`src/uart_data_buffer_consts.svh`:
```
// constant values for the serial data buffer and baud timer
`ifndef UART_DATA_BUFFER_CONSTS_SVH
`define UART_DATA_BUFFER_CONSTS_SVH
// ----------------------------------------------------------------
// register map
// ----------------------------------------------------------------
`define SERIAL_DATA_BUFFER_ADDR  8'h99
`define SERIAL_DATA_BUFFER_RESET 8'h00
// ----------------------------------------------------------------
// timer 1 prescale codes and divide factors
// ----------------------------------------------------------------
`define PRESCALE_SYS_DIV12 2'b00
`define PRESCALE_SYS_DIV4  2'b01
`define PRESCALE_SYS_DIV48 2'b10
`define PRESCALE_EXT_DIV8  2'b11
`define DIV12_LAST         6'h0b
`define DIV4_LAST          6'h03
`define DIV48_LAST         6'h2f
`define EXT_DIV8_LAST      6'h07
`define TIMER1_TOP         8'hff
// ----------------------------------------------------------------
// frame layout and receive fifo depth
// ----------------------------------------------------------------
`define DATA_BITS_LAST     3'h7
`define FIFO_DEPTH_DEFAULT 4
`endif

```
`src/uart_data_buffer_pkg.sv`:
```
// types shared by the serial data buffer design
package uart_data_buffer_pkg;
  typedef enum logic [1:0] {
    TX_IDLE  = 2'b00,
    TX_START = 2'b01,
    TX_DATA  = 2'b10,
    TX_STOP  = 2'b11
  } tx_state_e;
  typedef enum logic [1:0] {
    RX_IDLE  = 2'b00,
    RX_START = 2'b01,
    RX_DATA  = 2'b10,
    RX_STOP  = 2'b11
  } rx_state_e;
endpackage

```
`src/uart_data_buffer_baud_setup.sv`:
```
// serial port data buffer, baud timer and receive fifo
// How it works
// one address, separate transmit and receive storage
// written byte held until fully shifted out
// buffer write alone starts the frame
// reads return receive latch, never transmit byte
// buffer is eight bits, read and write
// prescale code picks system_clock/12, /4, /48, ext/8
// clock select one runs timer undivided
// software picks ext/8 and reload for 9600
// baud is half the timer overflow rate
// latch loads only with flag clear, check passed
// overrun keeps first byte, queues FIFO_DEPTH more frames, drops the rest
// reset clears storage, transmitter idle
`timescale 1ns/1ns
`default_nettype none
`include "uart_data_buffer_consts.svh"

// ----------------------------------------------------------------
// small fifo between the receiver and the receive latch
// ----------------------------------------------------------------
module rx_byte_fifo #(
  parameter int WIDTH = 8,
  parameter int DEPTH = `FIFO_DEPTH_DEFAULT
) (
  input  wire logic             clk_i,
  input  wire logic             nrst_i,
  input  wire logic             in_valid_i,
  output logic                  in_ready_o,
  input  wire logic [WIDTH-1:0] in_data_i,
  output logic                  out_valid_o,
  input  wire logic             out_ready_i,
  output logic      [WIDTH-1:0] out_data_o
);
  localparam int AW = (DEPTH > 1) ? $clog2(DEPTH) : 1;
  logic [WIDTH-1:0] mem_reg [DEPTH];   // storage words
  logic [AW-1:0]    wr_ptr_reg;        // next slot to fill
  logic [AW-1:0]    rd_ptr_reg;        // oldest word
  logic [AW:0]      count_reg;         // words held
  logic [AW-1:0]    wr_ptr_next;
  logic [AW-1:0]    rd_ptr_next;
  logic [AW:0]      count_next;
  logic             push;
  logic             pop;

  // compare at counter width; a pointer-wide depth would wrap to zero
  assign in_ready_o  = (count_reg != (AW+1)'(DEPTH));
  assign out_valid_o = (count_reg != '0);
  assign out_data_o  = mem_reg[rd_ptr_reg];
  assign push        = in_valid_i & in_ready_o;
  assign pop         = out_valid_o & out_ready_i;

  // pointer and fill level update, wrapping at the depth
  always_comb begin
    wr_ptr_next = wr_ptr_reg;
    rd_ptr_next = rd_ptr_reg;
    count_next  = count_reg;
    if (push) begin
      wr_ptr_next = (wr_ptr_reg == AW'(DEPTH-1)) ? '0 : wr_ptr_reg + AW'(1);
    end
    if (pop) begin
      rd_ptr_next = (rd_ptr_reg == AW'(DEPTH-1)) ? '0 : rd_ptr_reg + AW'(1);
    end
    if (push && !pop) begin
      count_next = count_reg + (AW+1)'(1);
    end else if (pop && !push) begin
      count_next = count_reg - (AW+1)'(1);
    end
  end

  // pointers are reset, data words need no reset
  always_ff @(posedge clk_i or negedge nrst_i) begin
    if (!nrst_i) begin
      wr_ptr_reg <= '0;
      rd_ptr_reg <= '0;
      count_reg  <= '0;
    end else begin
      wr_ptr_reg <= wr_ptr_next;
      rd_ptr_reg <= rd_ptr_next;
      count_reg  <= count_next;
    end
  end

  always_ff @(posedge clk_i) begin
    if (push) begin
      mem_reg[wr_ptr_reg] <= in_data_i;
    end
  end
endmodule

// ----------------------------------------------------------------
// top: data buffer, baud timer, transmitter, receiver
// ----------------------------------------------------------------
module uart_data_buffer_baud_setup #(
  parameter int FIFO_DEPTH = `FIFO_DEPTH_DEFAULT
) (
  input  wire logic       clk_i,
  input  wire logic       nrst_i,
  input  wire logic [7:0] sfr_addr_i,               // special-function address
  input  wire logic       sfr_wr_i,                 // write strobe
  input  wire logic       sfr_rd_i,                 // read strobe
  input  wire logic [7:0] sfr_wdata_i,              // write data
  output logic      [7:0] sfr_rdata_o,              // read data, one cycle later
  input  wire logic [1:0] timer_prescale_code_i,
  input  wire logic       timer1_clock_select_i,
  input  wire logic [7:0] timer1_reload_high_i,
  input  wire logic       external_osc_clock_i,     // asynchronous oscillator pin
  input  wire logic       receive_enable_i,
  input  wire logic       multiproc_check_enable_i,
  input  wire logic       receive_flag_clear_i,     // software clears the flag
  output logic            receive_done_flag_o,
  output logic            transmit_busy_o,
  output logic            tx_o,
  input  wire logic       rx_i
);
  import uart_data_buffer_pkg::*;

  // ----------------------------------------------------------------
  // input synchronisers
  // ----------------------------------------------------------------
  logic [1:0] rx_sync_reg;    // bit 0 only feeds bit 1
  logic [1:0] ext_sync_reg;   // bit 0 only feeds bit 1
  logic       ext_last_reg;   // previous synced level, for edges
  logic       rx_last_reg;    // previous synced line level
  logic       rx_s;
  logic       rx_fall;        // line went from high to low
  logic       ext_rise;

  always_ff @(posedge clk_i or negedge nrst_i) begin
    if (!nrst_i) begin
      rx_sync_reg  <= 2'b11;
      ext_sync_reg <= 2'b00;
      ext_last_reg <= 1'b0;
      rx_last_reg  <= 1'b1;   // idle level, so no false start after reset
    end else begin
      rx_sync_reg  <= {rx_sync_reg[0], rx_i};
      ext_sync_reg <= {ext_sync_reg[0], external_osc_clock_i};
      ext_last_reg <= ext_sync_reg[1];
      rx_last_reg  <= rx_sync_reg[1];
    end
  end
  assign rx_s     = rx_sync_reg[1];
  assign rx_fall  = rx_last_reg & ~rx_s;
  assign ext_rise = ext_sync_reg[1] & ~ext_last_reg;

  // ----------------------------------------------------------------
  // prescaler and timer 1 in auto-reload
  // ----------------------------------------------------------------
  logic [5:0] presc_reg;      // prescale counter
  logic [7:0] t1_reg;         // timer 1 count
  logic       half_reg;       // divides overflows by two
  logic [5:0] presc_next;
  logic [7:0] t1_next;
  logic       half_next;
  logic [5:0] presc_last;
  logic       presc_step;
  logic       t1_tick;
  logic       t1_ovf;
  logic       baud_tick;

  // prescale selection; the external source counts synced rising edges
  always_comb begin
    unique case (timer_prescale_code_i)
      `PRESCALE_SYS_DIV12: presc_last = `DIV12_LAST;
      `PRESCALE_SYS_DIV4:  presc_last = `DIV4_LAST;
      `PRESCALE_SYS_DIV48: presc_last = `DIV48_LAST;
      `PRESCALE_EXT_DIV8:  presc_last = `EXT_DIV8_LAST;
    endcase
    presc_step = (timer_prescale_code_i == `PRESCALE_EXT_DIV8) ? ext_rise : 1'b1;
    presc_next = presc_reg;
    if (presc_step) begin
      presc_next = (presc_reg >= presc_last) ? 6'h00 : presc_reg + 6'h01;
    end
    // select one bypasses the prescaler entirely
    t1_tick   = timer1_clock_select_i ? 1'b1
                                      : (presc_step && presc_reg >= presc_last);
    t1_ovf    = t1_tick && (t1_reg == `TIMER1_TOP);
    t1_next   = t1_reg;
    if (t1_tick) begin
      t1_next = t1_ovf ? timer1_reload_high_i : t1_reg + 8'h01;
    end
    half_next = t1_ovf ? ~half_reg : half_reg;
    baud_tick = t1_ovf & half_reg;
  end

  always_ff @(posedge clk_i or negedge nrst_i) begin
    if (!nrst_i) begin
      presc_reg <= 6'h00;
      t1_reg    <= 8'h00;
      half_reg  <= 1'b0;
    end else begin
      presc_reg <= presc_next;
      t1_reg    <= t1_next;
      half_reg  <= half_next;
    end
  end

  // ----------------------------------------------------------------
  // register access and transmitter
  // ----------------------------------------------------------------
  logic       buf_wr;
  tx_state_e  tx_state_reg;
  tx_state_e  tx_state_next;
  logic [7:0] tx_shift_reg;   // byte being sent, kept whole until done
  logic [7:0] tx_shift_next;
  logic [2:0] tx_bit_reg;
  logic [2:0] tx_bit_next;
  logic       tx_line_reg;
  logic       tx_line_next;

  // one address; writes go to the transmit side only
  assign buf_wr = sfr_wr_i && (sfr_addr_i == `SERIAL_DATA_BUFFER_ADDR);

  // frame: start, eight data bits lsb first, stop, on baud ticks;
  // a write while busy is ignored so the byte in flight stays intact
  always_comb begin
    tx_state_next = tx_state_reg;
    tx_shift_next = tx_shift_reg;
    tx_bit_next   = tx_bit_reg;
    tx_line_next  = tx_line_reg;
    unique case (tx_state_reg)
      TX_IDLE: begin
        tx_line_next = 1'b1;
        if (buf_wr) begin
          tx_shift_next = sfr_wdata_i;
          tx_state_next = TX_START;
        end
      end
      TX_START: begin
        if (baud_tick) begin
          tx_line_next  = 1'b0;
          tx_bit_next   = 3'h0;
          tx_state_next = TX_DATA;
        end
      end
      TX_DATA: begin
        if (baud_tick) begin
          tx_line_next = tx_shift_reg[tx_bit_reg];
          tx_bit_next  = tx_bit_reg + 3'h1;
          if (tx_bit_reg == `DATA_BITS_LAST) begin
            tx_state_next = TX_STOP;
          end
        end
      end
      TX_STOP: begin
        // first tick opens the stop bit, the second ends it
        if (baud_tick) begin
          tx_line_next = 1'b1;
          tx_bit_next  = 3'h1;
          if (tx_bit_reg != 3'h0) begin
            tx_state_next = TX_IDLE;    // stop bit has lasted a full bit time
          end
        end
      end
    endcase
  end

  always_ff @(posedge clk_i or negedge nrst_i) begin
    if (!nrst_i) begin
      tx_state_reg <= TX_IDLE;
      tx_shift_reg <= `SERIAL_DATA_BUFFER_RESET;
      tx_bit_reg   <= 3'h0;
      tx_line_reg  <= 1'b1;
    end else begin
      tx_state_reg <= tx_state_next;
      tx_shift_reg <= tx_shift_next;
      tx_bit_reg   <= tx_bit_next;
      tx_line_reg  <= tx_line_next;
    end
  end
  assign tx_o            = tx_line_reg;
  assign transmit_busy_o = (tx_state_reg != TX_IDLE);

  // ----------------------------------------------------------------
  // receiver: samples at overflow ticks, two overflows per bit
  // ----------------------------------------------------------------
  rx_state_e  rx_state_reg;
  rx_state_e  rx_state_next;
  logic [7:0] rx_data_reg;
  logic [7:0] rx_data_next;
  logic [2:0] rx_bit_reg;
  logic [2:0] rx_bit_next;
  logic       rx_phase_reg;   // high on the overflow that lands mid-bit
  logic       rx_phase_next;
  logic       push_valid;

  // first overflow after the falling edge lands within half a bit;
  // resolution is half a bit, a limit of using the raw overflow rate
  always_comb begin
    rx_state_next = rx_state_reg;
    rx_data_next  = rx_data_reg;
    rx_bit_next   = rx_bit_reg;
    rx_phase_next = rx_phase_reg;
    push_valid    = 1'b0;
    unique case (rx_state_reg)
      RX_IDLE: begin
        // an edge, not a level: a low stop bit must not restart a frame
        if (receive_enable_i && rx_fall) begin
          rx_state_next = RX_START;
        end
      end
      RX_START: begin
        if (t1_ovf) begin
          rx_state_next = rx_s ? RX_IDLE : RX_DATA;         // glitch rejected
          rx_bit_next   = 3'h0;
          rx_phase_next = 1'b0;
        end
      end
      RX_DATA: begin
        if (t1_ovf) begin
          rx_phase_next = ~rx_phase_reg;
          if (rx_phase_reg) begin
            rx_data_next = {rx_s, rx_data_reg[7:1]};
            rx_bit_next  = rx_bit_reg + 3'h1;
            if (rx_bit_reg == `DATA_BITS_LAST) begin
              rx_state_next = RX_STOP;
            end
          end
        end
      end
      RX_STOP: begin
        if (t1_ovf) begin
          rx_phase_next = ~rx_phase_reg;
          if (rx_phase_reg) begin
            // with checking on, a low stop bit keeps the byte out
            push_valid    = !multiproc_check_enable_i || rx_s;
            rx_state_next = RX_IDLE;
          end
        end
      end
    endcase
  end

  always_ff @(posedge clk_i or negedge nrst_i) begin
    if (!nrst_i) begin
      rx_state_reg <= RX_IDLE;
      rx_data_reg  <= 8'h00;
      rx_bit_reg   <= 3'h0;
      rx_phase_reg <= 1'b0;
    end else begin
      rx_state_reg <= rx_state_next;
      rx_data_reg  <= rx_data_next;
      rx_bit_reg   <= rx_bit_next;
      rx_phase_reg <= rx_phase_next;
    end
  end

  // ----------------------------------------------------------------
  // fifo, receive latch and read path
  // ----------------------------------------------------------------
  logic       fifo_valid;
  logic [7:0] fifo_data;
  logic       latch_load;
  logic [7:0] rx_latch_reg;   // what software reads
  logic [7:0] rx_latch_next;
  logic       rx_flag_reg;
  logic       rx_flag_next;
  logic [7:0] rdata_reg;
  logic [7:0] rdata_next;

  // a frame arriving with the fifo full is simply not taken
  rx_byte_fifo #(
    .WIDTH (8),
    .DEPTH (FIFO_DEPTH)
  ) u_rx_fifo (
    .clk_i       (clk_i),
    .nrst_i      (nrst_i),
    .in_valid_i  (push_valid),
    .in_ready_o  (),
    .in_data_i   (rx_data_reg),
    .out_valid_o (fifo_valid),
    .out_ready_i (latch_load),
    .out_data_o  (fifo_data)
  );

  // latch only fills while the flag is clear, so the first byte stays
  always_comb begin
    latch_load    = fifo_valid && !rx_flag_reg;
    rx_latch_next = latch_load ? fifo_data : rx_latch_reg;
    rx_flag_next  = rx_flag_reg;
    if (receive_flag_clear_i) begin
      rx_flag_next = 1'b0;
    end
    if (latch_load) begin
      rx_flag_next = 1'b1;      // set beats a same-cycle clear
    end
    rdata_next = 8'h00;
    if (sfr_rd_i && (sfr_addr_i == `SERIAL_DATA_BUFFER_ADDR)) begin
      rdata_next = rx_latch_reg;
    end
  end

  always_ff @(posedge clk_i or negedge nrst_i) begin
    if (!nrst_i) begin
      rx_latch_reg <= `SERIAL_DATA_BUFFER_RESET;
      rx_flag_reg  <= 1'b0;
      rdata_reg    <= 8'h00;
    end else begin
      rx_latch_reg <= rx_latch_next;
      rx_flag_reg  <= rx_flag_next;
      rdata_reg    <= rdata_next;
    end
  end
  assign sfr_rdata_o         = rdata_reg;
  assign receive_done_flag_o = rx_flag_reg;
endmodule
`default_nettype wire

```
`config.mk`:
```
export PLATFORM = sky130hd
export DESIGN_NAME = uart_data_buffer_baud_setup
export DESIGN_NICKNAME = d
export VERILOG_FILES = /design/src/uart_data_buffer_pkg.sv /design/src/uart_data_buffer_baud_setup.sv
export VERILOG_INCLUDE_DIRS = /design/src
export SDC_FILE = /design/constraint.sdc
export NUM_CORES = 1
export LEC_CHECK = 0
export BUFFER_PORTS_ARGS = -buffer_cell sky130_fd_sc_hd__buf_2
export CORE_ASPECT_RATIO = 1.25
export CORE_MARGIN = 4
export CORE_UTILIZATION = 30
export CTS_BUF_LIST = sky130_fd_sc_hd__clkbuf_8
export DETAILED_ROUTE_END_ITERATION = 12
export GPL_TIMING_DRIVEN = 0
export PLACE_DENSITY = 0.42
export SYNTH_ARGS = -nofsm -noshare
export SYNTH_HDL_FRONTEND = slang
export SYNTH_SLANG_ARGS = --single-unit
```
`constraint.sdc`:
```
create_clock -name clk_i -period 4.6 [get_ports clk_i]
set_input_delay 0.46 -clock clk_i [delete_from_list [all_inputs] [get_ports clk_i]]
set_output_delay 0.46 -clock clk_i [all_outputs]
set_load 0.01 [all_outputs]
```
==> out/qor.txt <==
CTS
--------------------------------------------------------------------------------
Clock root buffer                                                       clkbuf_8
Clock tree from TritonCTS                                                  built
Maximum count of clock buffers along a single path                             2
Total CTS buffers                                                              9
Clock Pin Slew Worst Setup and Hold Paths                                0.10 ns
Skew-Pair Late Insertion Delay                                           0.38 ns
Clock Sink Count                                                             105
Gates resized, CTS repair                                                      0
# H-tree levels                                                                3

SETUP PATH
--------------------------------------------------------------------------------
Reg2reg end                                                         u_rx_fifo.count_reg[1]$_DFFE_PN0P_
Worst endpoint data arrival time                                         3.34 ns
Critical path fanouts, max                                                     7
Setup slack, reg-to-reg                                                  1.54 ns
Startpoint class of the critical path                                   register
Worst R2R Start                                                     presc_reg[3]$_DFFE_PN0P_
Cell class contributing the biggest share of worst-path delay        adder cells
Data required time of the worst path                                     4.87 ns
Cell type of the slowest stage on the worst timing path                  dfrtp_1
Delay contributed by the slowest stage of the critical path              0.45 ns
Cell Chain, Critical Path                                           ha_1 -> and3b_1 -> a2111o_1 -> and4_1 -> buf_6 -> and3_4 -> buf_6 -> ha_1 -> inv_1 -> fa_1 -> mux2_2
Crit path kind                                                      register to register
Kind of end point of the critical path                                  register
Worst path bufs/invs                                                           3
Worst reg-to-reg path cell count                                              11

STA
--------------------------------------------------------------------------------
Timing-limited maximum frequency                                      0.3265 GHz
TNS Setup                                                                   0 ns
Final hold viol count                                                          0
Number of max-slew violations in the final report                              0
Min setup slack post-route                                              1.538 ns
Worst clock skew                                                      0.01115 ns
Crit share post-route                                                     66.58%
Slew at the pin closest to its max-slew limit                          0.7791 ns
Worst hold-check slack                                                 0.1717 ns
RSZ-0062 raised after global routing                                       false
Crit path time final                                                    3.062 ns
Total of endpoints with negative setup slack in the final report               0
Worst slew slack as a fraction of its limit                               48.06%

ROUTE
--------------------------------------------------------------------------------
Overall routed net length                                               9.154 mm
Vias per cell                                                              4.498
Remaining DRCs                                                                 0
Antenna-violating nets left                                                    0
Drt wl/cell                                                             14.93 um
Total number of vias                                                        2757
First-pass detailed-route iteration total                                      4
Drt initial violations                                                       169

SYNTH
--------------------------------------------------------------------------------
Share of synthesized registers carrying an async set or reset             69.52%
Yosys cell types                                                              54
Number of warnings printed during yosys synthesis                              0
Cell Area, Synth                                                       4688 um^2
Syn_nets                                                                     398
Number of synthesized flops with an enable pin                                32
Synthesis-stage register bit count                                           105
Largest area contributor in the netlist                                  dfrtp_1
Main flop type after synthesis                                           dfrtp_1
Library cell with the highest instance count after synthesis             dfrtp_1
Most frequent cells after synthesis                                 69 x dfrtp_1, 32 x edfxtp_1, 29 x mux2_2, 20 x ha_1, 19 x inv_1
Syn avg cell area                                                     13.75 um^2
Share of Yosys cell area claimed by the top area cell type                36.83%
Post-synthesis instance total                                                341
Cells taking the most area after synthesis                          dfrtp_1 37%, edfxtp_1 20%, mux2_2 7.0%
Sequential area share after synthesis                                     59.57%

GLOBAL ROUTING
--------------------------------------------------------------------------------
Number of global-route vias before repair                                   3009
Maximum number of pins on one net before global-route repair                  53
Antenna violations before repair                                               0
Remaining global-route overflow                                                0
Global-route wire length before repair                                  15.50 mm
GRT Overall Usage                                                         11.31%

FINAL LAYOUT
--------------------------------------------------------------------------------
Fraction of final layout cells with drive strength greater than 1         28.89%
Net total in the final layout                                                457
Fillcell total                                                              1527
Antenna diode instance count                                                   0
Number of flip-flops under the largest register name                          32
Post-synthesis to final-layout area growth                                15.80%

FLOORPLANNING
--------------------------------------------------------------------------------
Overall die width                                                       119.8 um
Core Rows                                                                     50
Area of the die                                                       17700 um^2
Y dimension of the die                                                  147.8 um
CORE AREA                                                             15140 um^2
Boundary Pins                                                                 47
Starting density of the core                                              30.97%

POWER AND IR DROP
--------------------------------------------------------------------------------
Sequential fraction of design power                                        47.9%
Power Total                                                             2.549 mW
Power density normalized to cell area                               469.5 nW/um^2
Logic gate share of total power                                            27.8%
Peak ir drop on the vdd network                                        0.1280 mV
Sw Share                                                                  32.56%
Leakage                                                                 2.394 nW
Net switching component of the power                                   0.8300 mW
Clock power share                                                          24.3%
Internal                                                                1.719 mW

HOLD PATH
--------------------------------------------------------------------------------
Worst Hold Path EP                                                  rx_sync_reg[0]$_DFF_PN1_
Hold path cells                                                                1
Class of the tightest hold or removal check                         input port to register
Hold Path Origin                                                            rx_i

PLACED DESIGN
--------------------------------------------------------------------------------
Number of port buffers                                                        46
Placer congestion estimate                                                0.7580
Minimum setup slack after placement                                     1.245 ns
DP Wirelength                                                           6.473 mm

OUTCOME
--------------------------------------------------------------------------------
Result of the run                                                   finished, final reports clean

JOB
--------------------------------------------------------------------------------
Max_cap viols                                                                  0

==> routing by layer <==
layer	wire length, um	vias up	track usage [%]	part of all wire (%)
met3	213	11	2.220	2.3
li1	-	1360	-	-
met1	4127	1361	14.15	45
met2	4646	25	18.67	51
met4	166	0	5.673	1.8
met5	0	-	0	0
==> worst max-delay path by stage <==
stage | from | to | depth (start not counted)
final | presc_reg[3]$_DFFE_PN0P_ | u_rx_fifo.count_reg[1]$_DFFE_PN0P_ | 11
after global routing | presc_reg[3]$_DFFE_PN0P_ | u_rx_fifo.count_reg[1]$_DFFE_PN0P_ | 11
after CTS | presc_reg[3]$_DFFE_PN0P_ | u_rx_fifo.count_reg[1]$_DFFE_PN0P_ | 11
after detailed placement | timer_prescale_code_i[0] | u_rx_fifo.count_reg[1]$_DFFE_PN0P_ | 13
after global placement | timer_prescale_code_i[0] | u_rx_fifo.count_reg[1]$_DFFE_PN0P_ | 13
after floorplan | timer_prescale_code_i[0] | u_rx_fifo.count_reg[1]$_DFFE_PN0P_ | 12
==> kinds of logic (layout without fill, tap and decap cells) <==
kind of cell,count (synthesis),after routing,synth area share [%]
flip-flops,105,105,59.57
AND/OR/NAND/NOR,81,81,9.261
AO/OA/AOI/OAI,48,48,7.206
multiplexers,48,48,13.90
buffers and inverters,30,94,2.802
adder cells (fa/ha/maj),21,21,5.765
XOR/XNOR,8,8,1.495
==> per-stage QoR <==
step | cell area (um^2) | cells | util [%]
floorplan | 4688 | 341 | -
global placement | 5179 | 595 | 34.21
detailed placement | 5209 | 596 | 34.41
CTS | 5429 | 613 | 35.86
global route | 5429 | 613 | 35.86
finish | 5429 | 613 | 35.86
==> placed cells by master, fill, tap and decap left out, types with 2 or more instances in the layout <==
| cell | netlist | final |
|---|---|---|
| mux4_2 | 10 | 10 |
| and3_1 | 3 | 3 |
| mux2_2 | 29 | 29 |
| o2bb2ai_1 | 2 | 2 |
| a22o_1 | 3 | 3 |
| and2_2 | 4 | 4 |
| nor2_1 | 18 | 18 |
| inv_8 | 0 | 4 |
| nand4_1 | 6 | 6 |
| inv_1 | 19 | 20 |
| clkbuf_8 | 0 | 9 |
| buf_2 | 0 | 45 |
| a31oi_1 | 5 | 5 |
| edfxtp_1 | 32 | 32 |
| a221o_1 | 2 | 2 |
| buf_6 | 2 | 2 |
| nor2b_1 | 3 | 3 |
| nor4bb_1 | 2 | 2 |
| and2_1 | 9 | 9 |
| nor3_1 | 2 | 2 |
| mux2i_1 | 7 | 7 |
| a21o_1 | 3 | 3 |
| a21oi_1 | 7 | 7 |
| mux2_4 | 2 | 2 |
| o21ai_0 | 10 | 10 |
| dfstp_2 | 4 | 4 |
| a211oi_1 | 2 | 2 |
| a32o_1 | 2 | 2 |
| buf_4 | 1 | 2 |
| ha_1 | 20 | 20 |
| xnor2_1 | 2 | 2 |
| and4_1 | 2 | 2 |
| nand3_1 | 8 | 8 |
| dfrtp_1 | 69 | 69 |
| nand2_1 | 18 | 18 |
| clkbuf_1 | 7 | 7 |
| xor2_1 | 6 | 6 |
==> power by group through the flow <==
stage | Sequential, mW | Combinational (mW) | Clock, mW
2_1_floorplan | 1.21 | 0.555 | 0
6_report | 1.22 | 0.709 | 0.619
3_5_place_dp | 1.24 | 0.728 | 0
3_3_place_gp | 1.24 | 0.710 | 0
4_1_cts | 1.22 | 0.730 | 0.652
5_1_grt | 1.25 | 0.819 | 0.685
==> cell type report <==
type	count	area, um^2	share of cell area [%]
Buffer	11	60.06	1.106
Clock buffer	9	123.9	2.282
Clock inverter	7	86.33	1.590
Inverter	19	71.32	1.314
Multi-Input combinational cell	206	1764	32.50
Sequential cell	105	2793	51.44
Tap cell	208	260.3	4.794
Timing Repair Buffer	48	270.3	4.978
==> timing repair <==
item                                   4_1_cts  5_1_grt
endpoints found under the hold margin       21        0
buffers inserted                             0        0
hold buffers                                 1        0
(Power assumes the default switching activity.)
